<file path="config.mk">
export PLATFORM = sky130hd
export DESIGN_NAME = usp_serial_port
export DESIGN_NICKNAME = d
export VERILOG_FILES = /design/src/hw/usp_serial_port_files_end.sv /design/src/hw/usp_pkg.sv /design/src/hw/usp_tick_gen.sv /design/src/hw/usp_serial_port.sv
export SDC_FILE = /design/constraint.sdc
export NUM_CORES = 1
export LEC_CHECK = 0
export ABC_AREA = 1
export BUFFER_PORTS_ARGS = -buffer_cell sky130_fd_sc_hd__clkbuf_2
export CORE_ASPECT_RATIO = 1.25
export CORE_MARGIN = 3
export CORE_UTILIZATION = 45
export CTS_CLUSTER_SIZE = 16
export DETAILED_ROUTE_END_ITERATION = 8
export PLACE_DENSITY = 0.62
export RECOVER_POWER = 100
export SYNTH_ARGS = -nofsm -noshare
export SYNTH_HDL_FRONTEND = slang
export SYNTH_SLANG_ARGS = --single-unit
export TNS_END_PERCENT = 30
</file>
<file path="constraint.sdc">
create_clock -name clk -period 29.8 [get_ports clk]
set_input_delay 2.98 -clock clk [delete_from_list [all_inputs] [get_ports clk]]
set_output_delay 2.98 -clock clk [all_outputs]
set_load 0.01 [all_outputs]
</file>
<file path="src/hw/usp_serial_port_files_end.sv">
`timescale 1ns/1ps
`default_nettype none
`default_nettype wire

</file>
<file path="src/hw/usp_pkg.sv">
`default_nettype none
package usp_pkg;

  // ********************************
  // Clocking and baud timing
  // ********************************
  localparam int unsigned CLK_MHZ = 50;
  localparam int unsigned CLK_PERIOD_NS = 20;
  localparam int unsigned REF_MHZ = 48;
  localparam int unsigned REF_HZ = REF_MHZ * 1000000;
  localparam int unsigned OVERSAMPLE = 16;
  localparam int unsigned PRESCALE = 8;
  localparam int unsigned RATE_TABLE [8] = '{115200, 57600, 38400, 28800, 19200, 14400, 9600, 7200};
  localparam logic [3:0] TICK_LAST = 4'hf;
  localparam logic [3:0] TICK_HALF = 4'h7;
  localparam logic [2:0] BIT_LAST = 3'h7;
  localparam logic [2:0] PRE_LAST = 3'(PRESCALE - 1);

  // Reference ticks per sixteenth of a bit, rounded to nearest
  function automatic logic [8:0] usp_ref_div(input logic [2:0] sel);
    int unsigned rate;
    rate = RATE_TABLE[sel];
    return 9'((REF_HZ + rate * OVERSAMPLE / 2) / (rate * OVERSAMPLE));
  endfunction

  // ********************************
  // Register map (word indices)
  // ********************************
  localparam logic [15:0] IDX_CONTROL = 16'hc0e0;
  localparam logic [15:0] IDX_STATUS = 16'hc0e2;
  localparam logic [15:0] IDX_DATA = 16'hc0e4;
  localparam logic [15:0] IDX_IRQ_STAT = 16'hc100;
  localparam logic [15:0] IDX_IRQ_MASK = 16'hc102;

  function automatic logic [31:0] usp_byte_addr(input logic [15:0] idx);
    return {14'h0000, idx, 2'b00};
  endfunction

  // ********************************
  // Field layout and reset values
  // ********************************
  localparam int CTL_EN_BIT = 0;
  localparam int CTL_BAUD_LSB = 1;
  localparam int CTL_SCALE_BIT = 4;
  localparam logic [15:0] CTL_WR_MASK = 16'h001f;
  localparam logic [15:0] CTL_RESET = 16'h0007;
  localparam int STS_TXF_BIT = 0;
  localparam int STS_RXF_BIT = 1;
  localparam int IRQ_RX = 0;
  localparam int IRQ_TX = 1;
  localparam int IRQ_OVR = 2;
  localparam int IRQ_FRM = 3;
  localparam int IRQ_W = 4;

  // ********************************
  // Types
  // ********************************
  typedef struct packed {
    logic out;
    logic oe;
  } usp_pad_t;

  typedef struct packed {
    logic [2:0] baud_sel;
    logic baud_divide_by_eight;
    logic run;
  } usp_rate_cfg_t;

  typedef enum logic [3:0] {
    TX_IDLE = 4'b0001,
    TX_START = 4'b0010,
    TX_DATA = 4'b0100,
    TX_STOP = 4'b1000
  } usp_tx_state_t;

  typedef enum logic [3:0] {
    RX_IDLE = 4'b0001,
    RX_START = 4'b0010,
    RX_DATA = 4'b0100,
    RX_STOP = 4'b1000
  } usp_rx_state_t;

endpackage
`default_nettype wire

</file>
<file path="src/hw/usp_tick_gen.sv">
`timescale 1ns/1ps
`default_nettype none
module usp_tick_gen (
  input wire logic clk,
  input wire logic rst,
  input wire usp_pkg::usp_rate_cfg_t cfg,
  output logic tick
);
  import usp_pkg::*;

  localparam logic [6:0] REF_STEP = 7'(REF_MHZ);
  localparam logic [6:0] CLK_STEP = 7'(CLK_MHZ);

  typedef struct packed {
    logic [6:0] acc;
    logic [8:0] cnt;
    logic [2:0] pre;
    logic tick;
  } usp_tg_state_t;

  usp_tg_state_t s_r;
  usp_tg_state_t s_nxt;
  logic [6:0] acc_sum;
  logic [8:0] div_last;

  // ********************************
  // Reference tick and baud divider
  // ********************************
  always_comb begin
    s_nxt = s_r;
    s_nxt.tick = 1'b0;
    acc_sum = 7'(s_r.acc + REF_STEP);
    div_last = 9'(usp_ref_div(cfg.baud_sel) - 9'h001);
    if (!cfg.run) begin
      s_nxt = '0;
    end else if (acc_sum >= CLK_STEP) begin
      // 48 of every 50 clocks carry a reference tick
      s_nxt.acc = 7'(acc_sum - CLK_STEP);
      // Compare with >= so a baud change mid-count cannot overrun
      if (s_r.cnt >= div_last) begin
        s_nxt.cnt = '0;
        s_nxt.pre = 3'(s_r.pre + 3'h1);
        if (!cfg.baud_divide_by_eight || s_r.pre == PRE_LAST) begin
          s_nxt.tick = 1'b1;
        end
      end else begin
        s_nxt.cnt = 9'(s_r.cnt + 9'h001);
      end
    end else begin
      s_nxt.acc = acc_sum;
    end
  end

  always_ff @(posedge clk) begin
    if (rst) begin
      s_r <= '0;
    end else begin
      s_r <= s_nxt;
    end
  end

  assign tick = s_r.tick;

endmodule
`default_nettype wire

</file>
<file path="src/hw/usp_serial_port.sv">
// Summary of operation
// - Enable bit runs port, else pins go GPIO
// - Baud timing derived from 48 MHz reference
// - Scale bit divides selected rate by eight
// - Baud field picks one of eight rates
// - Receive full set on byte, read clears
// - Receive full raises processor interrupt five
// - Data write sets transmit full at once
// - Transmit full clears after stop bit
// - Empty transmit buffer raises interrupt four
// - Data write sends byte, read returns received
// - Status register read only, writes ignored
`timescale 1ns/1ps
`default_nettype none
module usp_serial_port (
  input wire logic clk,
  input wire logic rst,
  input wire logic hsel,
  input wire logic [31:0] haddr,
  input wire logic [1:0] htrans,
  input wire logic hwrite,
  input wire logic [2:0] hsize,
  input wire logic [31:0] hwdata,
  input wire logic hready,
  output logic hreadyout,
  output logic hresp,
  output logic [31:0] hrdata,
  input wire logic rx_pin,
  input wire usp_pkg::usp_pad_t gio_drv_twenty_eight,
  input wire usp_pkg::usp_pad_t gio_drv_twenty_seven,
  output usp_pkg::usp_pad_t general_io_pin_twenty_eight,
  output usp_pkg::usp_pad_t general_io_pin_twenty_seven,
  input wire logic uart_int_enable,
  output logic cpu_irq_four,
  output logic cpu_irq_five,
  output logic irq
);
  import usp_pkg::*;

  typedef struct packed {
    logic [15:0] ctl;
    logic txf;
    logic rxf;
    logic [7:0] tx_buf;
    logic [7:0] rx_buf;
    logic [IRQ_W-1:0] ist;
    logic [IRQ_W-1:0] imsk;
    logic wr_pend;
    logic rd_wait;
    logic [15:0] a_idx;
    logic [31:0] rdata;
    usp_tx_state_t tx_st;
    logic [3:0] tx_tick;
    logic [2:0] tx_bit;
    logic [7:0] tx_sh;
    logic tx_line;
    usp_rx_state_t rx_st;
    logic [3:0] rx_tick;
    logic [2:0] rx_bit;
    logic [7:0] rx_sh;
    logic rx_meta;
    logic rx_sync;
    usp_pad_t pad28;
    usp_pad_t pad27;
    logic irq4;
    logic irq5;
    logic irq;
  } usp_state_t;

  usp_state_t s_r;
  usp_state_t s_nxt;
  usp_rate_cfg_t rate_cfg;
  logic tick;
  logic run;
  logic accept;
  logic [15:0] wr_val;
  logic rd_clear;
  logic [IRQ_W-1:0] ev;
  logic [IRQ_W-1:0] w1c;

  // ********************************
  // Baud tick generator
  // ********************************
  assign run = s_r.ctl[CTL_EN_BIT];
  assign rate_cfg.baud_sel = s_r.ctl[CTL_BAUD_LSB +: 3];
  assign rate_cfg.baud_divide_by_eight = s_r.ctl[CTL_SCALE_BIT];
  assign rate_cfg.run = run;

  usp_tick_gen u_tick (
    .clk(clk),
    .rst(rst),
    .cfg(rate_cfg),
    .tick(tick)
  );

  // ********************************
  // Bus slave
  // ********************************
  assign accept = hsel && htrans[1] && hready;
  assign wr_val = hwdata[15:0];
  // A read costs one wait state so it always sees a preceding write
  assign hreadyout = !s_r.rd_wait;
  assign hresp = 1'b0;
  assign hrdata = s_r.rdata;

  function automatic logic usp_mapped(input logic [31:0] addr);
    logic hit;
    if (addr == usp_byte_addr(IDX_CONTROL)) begin
      hit = 1'b1;
    end else if (addr == usp_byte_addr(IDX_STATUS)) begin
      hit = 1'b1;
    end else if (addr == usp_byte_addr(IDX_DATA)) begin
      hit = 1'b1;
    end else if (addr == usp_byte_addr(IDX_IRQ_STAT)) begin
      hit = 1'b1;
    end else if (addr == usp_byte_addr(IDX_IRQ_MASK)) begin
      hit = 1'b1;
    end else begin
      hit = 1'b0;
    end
    return hit;
  endfunction

  // ********************************
  // Next state
  // ********************************
  always_comb begin
    s_nxt = s_r;
    ev = '0;
    w1c = '0;
    rd_clear = 1'b0;

    // Synchroniser for the receive pin
    s_nxt.rx_meta = rx_pin;
    s_nxt.rx_sync = s_r.rx_meta;

    // Address phase capture; unmapped addresses decode to an index nothing matches
    s_nxt.wr_pend = 1'b0;
    if (accept) begin
      s_nxt.a_idx = usp_mapped(haddr) ? haddr[17:2] : 16'h0000;
      s_nxt.wr_pend = hwrite;
      s_nxt.rd_wait = !hwrite;
    end

    // Write data phase
    if (s_r.wr_pend) begin
      if (s_r.a_idx == IDX_CONTROL) begin
        s_nxt.ctl = wr_val & CTL_WR_MASK;
      end else if (s_r.a_idx == IDX_STATUS) begin
        s_nxt.ctl = s_r.ctl;
      end else if (s_r.a_idx == IDX_DATA) begin
        // A write while full or disabled is dropped
        if (run && !s_r.txf) begin
          s_nxt.tx_buf = wr_val[7:0];
          s_nxt.txf = 1'b1;
        end
      end else if (s_r.a_idx == IDX_IRQ_STAT) begin
        w1c = wr_val[IRQ_W-1:0];
      end else if (s_r.a_idx == IDX_IRQ_MASK) begin
        s_nxt.imsk = wr_val[IRQ_W-1:0];
      end
    end

    // ********************************
    // Read data
    // ********************************
    // Read wait cycle: sample register, apply read side effect
    if (s_r.rd_wait) begin
      s_nxt.rd_wait = 1'b0;
      s_nxt.rdata = '0;
      if (s_r.a_idx == IDX_CONTROL) begin
        s_nxt.rdata[15:0] = s_r.ctl;
      end else if (s_r.a_idx == IDX_STATUS) begin
        s_nxt.rdata[STS_RXF_BIT] = s_r.rxf;
        s_nxt.rdata[STS_TXF_BIT] = s_r.txf;
      end else if (s_r.a_idx == IDX_DATA) begin
        s_nxt.rdata[7:0] = s_r.rx_buf;
        rd_clear = 1'b1;
        s_nxt.rxf = 1'b0;
      end else if (s_r.a_idx == IDX_IRQ_STAT) begin
        s_nxt.rdata[IRQ_W-1:0] = s_r.ist;
      end else if (s_r.a_idx == IDX_IRQ_MASK) begin
        s_nxt.rdata[IRQ_W-1:0] = s_r.imsk;
      end
    end

    // ********************************
    // Transmitter
    // ********************************
    if (!run) begin
      // Disabling aborts a frame in flight and empties the buffer
      s_nxt.tx_st = TX_IDLE;
      s_nxt.tx_line = 1'b1;
      s_nxt.txf = 1'b0;
    end else if (tick) begin
      case (s_r.tx_st)
        TX_IDLE: begin
          if (s_r.txf) begin
            s_nxt.tx_st = TX_START;
            s_nxt.tx_sh = s_r.tx_buf;
            s_nxt.tx_tick = '0;
            s_nxt.tx_bit = '0;
            s_nxt.tx_line = 1'b0;
          end
        end
        TX_START: begin
          s_nxt.tx_tick = 4'(s_r.tx_tick + 4'h1);
          if (s_r.tx_tick == TICK_LAST) begin
            s_nxt.tx_st = TX_DATA;
            s_nxt.tx_line = s_r.tx_sh[0];
          end
        end
        TX_DATA: begin
          s_nxt.tx_tick = 4'(s_r.tx_tick + 4'h1);
          if (s_r.tx_tick == TICK_LAST) begin
            if (s_r.tx_bit == BIT_LAST) begin
              s_nxt.tx_st = TX_STOP;
              s_nxt.tx_line = 1'b1;
            end else begin
              s_nxt.tx_sh = {1'b0, s_r.tx_sh[7:1]};
              s_nxt.tx_line = s_r.tx_sh[1];
              s_nxt.tx_bit = 3'(s_r.tx_bit + 3'h1);
            end
          end
        end
        TX_STOP: begin
          s_nxt.tx_tick = 4'(s_r.tx_tick + 4'h1);
          if (s_r.tx_tick == TICK_LAST) begin
            s_nxt.tx_st = TX_IDLE;
            s_nxt.txf = 1'b0;
            ev[IRQ_TX] = 1'b1;
          end
        end
        default: begin
          s_nxt.tx_st = TX_IDLE;
          s_nxt.tx_line = 1'b1;
        end
      endcase
    end

    // ********************************
    // Receiver
    // ********************************
    if (!run) begin
      s_nxt.rx_st = RX_IDLE;
    end else if (tick) begin
      case (s_r.rx_st)
        RX_IDLE: begin
          if (!s_r.rx_sync) begin
            s_nxt.rx_st = RX_START;
            s_nxt.rx_tick = '0;
          end
        end
        RX_START: begin
          s_nxt.rx_tick = 4'(s_r.rx_tick + 4'h1);
          // Recheck mid start bit; a short glitch is not a frame
          if (s_r.rx_tick == TICK_HALF) begin
            if (!s_r.rx_sync) begin
              s_nxt.rx_st = RX_DATA;
              s_nxt.rx_tick = '0;
              s_nxt.rx_bit = '0;
            end else begin
              s_nxt.rx_st = RX_IDLE;
            end
          end
        end
        RX_DATA: begin
          s_nxt.rx_tick = 4'(s_r.rx_tick + 4'h1);
          if (s_r.rx_tick == TICK_LAST) begin
            s_nxt.rx_sh = {s_r.rx_sync, s_r.rx_sh[7:1]};
            s_nxt.rx_bit = 3'(s_r.rx_bit + 3'h1);
            if (s_r.rx_bit == BIT_LAST) begin
              s_nxt.rx_st = RX_STOP;
            end
          end
        end
        RX_STOP: begin
          s_nxt.rx_tick = 4'(s_r.rx_tick + 4'h1);
          if (s_r.rx_tick == TICK_LAST) begin
            s_nxt.rx_st = RX_IDLE;
            // Byte is kept even with a bad stop bit; the flag tells software
            s_nxt.rx_buf = s_r.rx_sh;
            s_nxt.rxf = 1'b1;
            ev[IRQ_RX] = 1'b1;
            // Overrun keeps the newer byte; the older one is lost
            ev[IRQ_OVR] = s_r.rxf && !rd_clear;
            ev[IRQ_FRM] = !s_r.rx_sync;
          end
        end
        default: begin
          s_nxt.rx_st = RX_IDLE;
        end
      endcase
    end

    // ********************************
    // Interrupts and pins
    // ********************************
    // New event beats a simultaneous clear
    s_nxt.ist = (s_r.ist & ~w1c) | ev;
    s_nxt.irq = |(s_nxt.ist & s_nxt.imsk);
    s_nxt.irq5 = uart_int_enable && s_nxt.rxf;
    // Level follows the flag, so an idle port keeps interrupt four raised
    s_nxt.irq4 = uart_int_enable && !s_nxt.txf;

    if (s_nxt.ctl[CTL_EN_BIT]) begin
      s_nxt.pad28.out = s_nxt.tx_line;
      s_nxt.pad28.oe = 1'b1;
      s_nxt.pad27.out = 1'b0;
      s_nxt.pad27.oe = 1'b0;
    end else begin
      s_nxt.pad28 = gio_drv_twenty_eight;
      s_nxt.pad27 = gio_drv_twenty_seven;
    end
  end

  always_ff @(posedge clk) begin
    if (rst) begin
      s_r <= '0;
      s_r.ctl <= CTL_RESET;
      s_r.tx_st <= TX_IDLE;
      s_r.rx_st <= RX_IDLE;
      s_r.tx_line <= 1'b1;
      s_r.rx_meta <= 1'b1;
      s_r.rx_sync <= 1'b1;
      s_r.pad28 <= '{out: 1'b1, oe: 1'b1};
    end else begin
      s_r <= s_nxt;
    end
  end

  assign general_io_pin_twenty_eight = s_r.pad28;
  assign general_io_pin_twenty_seven = s_r.pad27;
  assign cpu_irq_four = s_r.irq4;
  assign cpu_irq_five = s_r.irq5;
  assign irq = s_r.irq;

endmodule
`default_nettype wire

</file>
After elaboration in Yosys (flattened, before gate mapping)
Memory sizes are Yosys's and may differ from the RTL's.
Cells that the tools add are included.

storage, ports and cells
  input port bits = 80
  memories = 1
  output and inout bits = 41
  logic and storage cells = 224
  register bits after elaboration = 125
  memory bits (read-only) = 256

operators by class
  reductions and logical operators = 37
  equality and inequality tests = 36
  bitwise gates (word level) = 11
  add/subtract/negate cells = 10
  order comparisons = 3
  div/mod/pow operators = 1
  muxes and demuxes = 91

memory list
  name              depth  width  read ports  clocked after memory_dff  write ports  RTL line       RTL
  (name not given)  8      32     1           0                         0            usp_pkg.sv:22  rate = RATE_TABLE[sel];

operators with widths
  kind                    count
  $eq 32x18->1 const B    5
  $mux 4                  23
  $eq 16x16->1 const B    5
  $mux 28                 2
  $mux 1                  40
  $mux 11                 3
  $add 26x31->32 const A  1
  $div 32x32->32          1
  $pmux 4 s4              2
  $ne 2x2->1 const B      12
  $reduce_and 6->1        4
  $pmux 11 s2             1
  $mux 20                 1
  $eq 4x4->1 const B      4
  $mux 16                 1
  $mux 8                  2
  $reduce_and 4->1        4
  $mux 7                  2
  $eq 4x3->1 const B      3
  $mux 12                 1
  $mux 2                  6
  $pmux 4 s3              1
  $reduce_or 2->1         5
  $add 3x1->3 const B     3
  other kinds (31)        57

Logic depth before layout (Yosys ltp)
  depth after elaboration = 14
  mapped depth = 238
  depth with buffers taken out = 234

Hierarchy
Synthesis repeated with hierarchy kept, for this count alone.

second synthesis, totals
  cell total of the unflattened synthesis = 2975
  area, all modules = 18833.1 µm²

modules (own cells, without submodules)
  module           cells each  sequential area each (µm²)  instances  area an instance (µm²)
  usp_tick_gen     2306        380.4                       1          13813.2
  usp_serial_port  669         2102.0                      1          5019.8

Worst setup path after synthesis
Ideal clock, no wire load.

  path type = register -> register
  from = register s_r (netlist bit rate_cfg[2])
  to = register u_tick.s_r[9] (netlist name)
  arrival = 26.931 ns
  clock period less this slack = 27.011 ns
  library setup time = 0.080 ns
  buffers on the path = 10
  stages on the path, launching flop included = 223
  required time = 29.720 ns
  setup slack = 2.789 ns
  cell sequence = dfxtp_1 > inv_4 > ha_1 > inv_4 > nand2_8 > clkinv_4 > nor2_1 > inv_1 > ha_1 > nand2_1 > inv_1 > nand2_1 > nand2_1 > nand2_1 > nand2_1 > nand3b_1 > inv_1 > ha_1 > [... 187 more ...] > a21oi_1 > inv_1 > nor2_1 > nand2_1 > nor3_4 > and2_1 > ha_1 > nand3_1 > o211ai_1 > nand3_1 > nand2_1 > nand3_1 > nand2_1 > a21oi_1 > o21bai_1 > nand2_1 > nand2_1 > nor3b_1

between the ends
  cells in the longest elaborated chain, start to end = 9

RTL lines
  what                                            RTL line                RTL
  from (decl)                                     usp_serial_port.sv:70   usp_state_t s_r;
  from (signal assigned)                          usp_serial_port.sv:328  s_r <= s_nxt;
  $not 3->4 (implied by the code) (*)             usp_pkg.sv:22
  $mem_v2 8x32 (*)                                --
  $mux 28 (implied by the code) (*) (2 in a row)  usp_pkg.sv:22
  $add 26x31->32                                  usp_pkg.sv:23           return 9'((REF_HZ + rate * OVERSAMPLE / 2) / (rate * OVERSAMPLE));
  $div 32x32->32 (*)                              usp_pkg.sv:23
  $sub 9x1->9 (*)                                 usp_tick_gen.sv:33      div_last = 9'(usp_ref_div(cfg.baud_sel) - 9'h001);
  $ge 9x9->1 (*)                                  usp_tick_gen.sv:40      if (s_r.cnt >= div_last) begin
  $mux 9 (*)                                      usp_tick_gen.sv:40
  to (signal assigned)                            usp_tick_gen.sv:58      s_r <= s_nxt;
  to (decl)                                       usp_tick_gen.sv:21      usp_tg_state_t s_r;

Mark *: on every way between the ends. The rest lies on a longest branch, timed or not. The select of a mux whose other input is x is not followed.
A chain may end at the register's enable or synchronous reset.

Final worst setup path
  from = register s_r (netlist bit rate_cfg[2])
  to = register u_tick.s_r (netlist bit u_tick.tick)

between the ends
  cells in the longest elaborated chain, start to end = 10

RTL lines
  what                                            RTL line
  $not 3->4 (implied by the code) (*)             usp_pkg.sv:22
  $mem_v2 8x32 (*)                                --
  $mux 28 (implied by the code) (*) (2 in a row)  usp_pkg.sv:22
  $add 26x31->32                                  usp_pkg.sv:23
  $div 32x32->32 (*)                              usp_pkg.sv:23
  $sub 9x1->9 (*)                                 usp_tick_gen.sv:33
  $ge 9x9->1 (*)                                  usp_tick_gen.sv:40
  $not 1->1 (no source line) (*)                  --
  $reduce_or 4->1 (no source line) (*)            --

Marked as above.

==> results.txt <==
The run finished, with violations left. The final reports fail on capacitance limit, slew limit. The antenna cell count came out at 0. The worst-case clock skew came out at 0.0191 ns. The average instance area after synthesis is approximately 6.3 µm². The pre-antenna-repair detailed-routing pass consisted of 5 iterations. The worst slew margin relative to its limit is -62.8%. The number of endpoints with negative hold slack in the final report came out at 0.

The synthesized area is between 0.015 and 0.02 mm². The most common flop cell mapped by yosys is dfxtp_1. The number of clock sinks came out at 124.

The share of cells above drive strength 1 is between 20% and 30%. The height of the die is 231 µm. The cell count after synthesis is about 2,900.

The data required time at the worst endpoint came out at roughly 30 ns. The delay of the slowest cell on the worst path came out at 0.47 ns. The width of the chip is ~190 µm. The clock network fraction of design power came out at around half.

The count of nets after finishing came out at ~3,600. Counting the fill cells in the layout gives between 3,000 and 4,000. TritonCTS built the clock tree. The number of top-level design ports came out at roughly 120. The worst setup path is of the flip-flop to flip-flop kind.

The final setup violation count is 0. Counting I/O delays and the setup requirement, the final critical path takes 27.42 ns. The worst setup path is captured at a flip-flop.

The area growth from synthesis to final layout came out at 23.0%. The Yosys step of the flow raised 0 warnings. The remaining routing DRC violations came out at 0. Ranked by total cell area, the synthesized netlist is headed by dfxtp_1, nand2_1, ha_1, inv_1, nand3_1. At the end of routability-driven placement, the weighted congestion stood at between 0.9 and 1. The share of the clock period used by the worst path after layout came out at just over 90%. Per report_power, the sequential group accounts for between 30% and 40% of the total. In this run, synthesis inferred 0 flip-flops with an integrated enable.

The placeable core area is 0.0395 mm². The final sum of negative setup slack came out at 0 ns. The overall fraction of global-route tracks in use came out at a little over a quarter. The total power divided by cell area came out at just over 20 mW/mm². The distinct cell type count of the synthesized netlist is 82. For the pin with the worst max-slew slack, the measured transition is 2.44 ns. The slowest stage cell on the critical path is o31ai_1.

The combinational power share came out at 10.8%. The starting utilization of the core area came out at a little under half. The maximum buffer depth of the clock tree is 3. The number of routed nets with antenna violations came out at 0.

The final route contains just over 20,000 vias. The maximum number of pins on one net before global-route repair is 59. The top fanout value on the critical path is 15. Clock latency on the worst-skew pair, taken at its later pin, is 0.46 ns. The signal arrival time at the worst endpoint came out at 27.81 ns. The final number of max-transition violations came out at 59. The core utilization of the finished layout came out at approximately 57%. The cell-internal power is between 0.3 and 0.4 mW. In the final layout, flip-flops and latches occupy approximately 0.0025 mm².

The initial antenna violation count is 0. The first-pass GRT wire length is 94,900 µm. After global routing the overflow that remains totals 0. The commonest cells after synthesis are nand2_1, inv_1, nor2_1. The initialized floorplan defines 81 standard-cell rows.

The count of maximum capacitance violations is 1. The most frequent cell after synthesis is nand2_1. The number of global-route vias before repair is ~20,000. The routed wire length per instance came out at 15.3 µm.

Counting stages on the worst path, the most repeated cell is nand2_1. After synthesis, the largest area contributor takes up a little over an eighth of total cell area. The post-synthesis register bit count is roughly 120.

The cell leakage power is 11.9 nW. The tree is rooted in a clkbuf_16. The cell accounting for the most synthesized area is dfxtp_1.

The highest achievable clock rate came out at between 30 and 40 MHz. The area of combinational cells with multiple inputs is roughly 0.014 mm². The clock transition time at the flip-flop clock pins of the worst setup and hold paths is 0.05 ns.

In this run, CTS created clock tree buffers numbering 25. The number of vias per cell is around 5.3. The sum of routed wire length over all layers is roughly 58,000 µm. The maximum VDD drop is 0.0664 mV. The port buffer count came out at 67. The post-detailed-placement half-perimeter wirelength is approximately 46,000 µm.

The number of design-rule violations left by the first detailed-router iteration is about 950. The H-tree generated during clock tree synthesis spans 4 levels. The sequential share of the synthesized area came out at 13.6%.

The net switching power is roughly 0.11 mW. The tightest min-delay check is of the flip-flop to flip-flop type. The async set-or-reset flop fraction in the synthesized netlist came out at 0%. The switching power share of the total is approximately 24%.

The die covers roughly 0.043 mm². STA classifies the critical path startpoint as a flip-flop.
-- registers in the layout (all words and copies together), names as in the netlist --
| signal | cells |
|---|---|
| cpu_irq_five | 1 |
| cpu_irq_four | 1 |
| u_tick.s_r | 18 |
| hrdata | 8 |
| u_tick.tick | 1 |
| general_io_pin_twenty_seven | 2 |
| s_r | 84 |
| irq | 1 |
| s_nxt | 1 |
| rate_cfg | 5 |
| general_io_pin_twenty_eight | 2 |
-- cell type report --
class                      count  area share, %
tap                          498           2.78
clock inverter                 1         0.0223
timing repair buffer         443           14.1
clock buffer                  31           3.11
inverter                     425           7.42
multi-input combinational   2286           61.5
sequential                   124           11.1
-- through the flow --
stage	worst slack [ns]	std cells	power [mW]	hold slack, ns	instance area (µm²)
5_1_grt	-0.173	3808	0.483	0.419	22400
6_report	2.38	3808	0.462	0.400	22400
3_3_place_gp	1.38	3757	0.225	0.400	21300
4_1_cts	0.726	3789	0.466	0.401	22000
3_5_place_dp	0.842	3757	0.228	0.401	21300
2_1_floorplan	2.79	2925	0.218	0.389	18400
-- what timing repair did --
action,4_1_cts,5_1_grt
setup buffers,0,19
endpoints found under the setup margin,0,13
gates resized for setup,0,105
hold buffers,0,0
-- power by group through the flow --
| stage | logic [mW] | clock network (mW) | registers (mW) |
|---|---|---|---|
| CTS | 0.0493 | 0.241 | 0.176 |
| global route | 0.0580 | 0.249 | 0.176 |
| floorplan | 0.0403 | 0 | 0.178 |
| finish | 0.0497 | 0.237 | 0.176 |
| detailed placement | 0.0489 | 0 | 0.179 |
| global placement | 0.0467 | 0 | 0.179 |
-- cell families after synthesis --
kind of cell	Yosys count	share of synthesized area, %
AOI/OAI and AO/OA	458	15.0
xor gates and xnor gates	105	5.09
adders and majority gates	174	11.9
buffers and inverters	515	13.2
DFF	124	13.6
other	2	0.0412
and+or+nand+nor	1514	41.2
-- final timing paths --
path | startpoint | end | slack, ns | depth (start not counted)
setup / recovery | rate_cfg[2]$_SDFFE_PP1P_ | u_tick.tick$_SDFF_PP0_ | 2.38 | 222
hold / removal | s_nxt[7]$_SDFF_PP1_ | s_r[7]$_SDFF_PP1_ | 0.40 | 1
setup reg to reg | rate_cfg[2]$_SDFFE_PP1P_ | u_tick.tick$_SDFF_PP0_ | 2.38 | 222
hold reg to reg | s_nxt[7]$_SDFF_PP1_ | s_r[7]$_SDFF_PP1_ | 0.40 | 1
-- placed cells by master (no fill, tap or decap), types with 29 or more instances in the layout --
cell type | synthesis | final
xor2_1 | 66 | 66
xnor2_1 | 38 | 38
nand2_2 | 100 | 101
conb_1 | 2 | 35
clkbuf_2 | 0 | 51
nor2_2 | 16 | 29
nor3_1 | 51 | 47
o21ai_1 | 10 | 34
nand2_1 | 652 | 650
a21oi_1 | 143 | 134
inv_1 | 382 | 379
buf_4 | 41 | 371
ha_1 | 174 | 164
nand3_1 | 202 | 201
nand2_4 | 39 | 40
nand4_1 | 61 | 61
nor2_1 | 254 | 241
nand3_2 | 34 | 34
dfxtp_1 | 124 | 122
o21ai_0 | 168 | 135
-- routing by layer --
layer,vias up,GRT usage [%],wire [µm]
met5,-,0,0
met4,0,13.0,2900
met3,166,2.31,2300
met2,516,49.5,29700
met1,9279,30.2,23500
li1,10300,-,-
-- critical path, delay by kind of cell, from the launching register on --
family | cells | cell delay [ns]
AOI/OAI and AO/OA | 34 | 4.89
buffers and inverters | 37 | 3.45
adders and majority gates | 20 | 6.11
and+or+nand+nor | 129 | 12.28
DFF | 1 | 0.36
xor gates and xnor gates | 2 | 0.25
No activity file was read; power rests on OpenSTA's default activity.
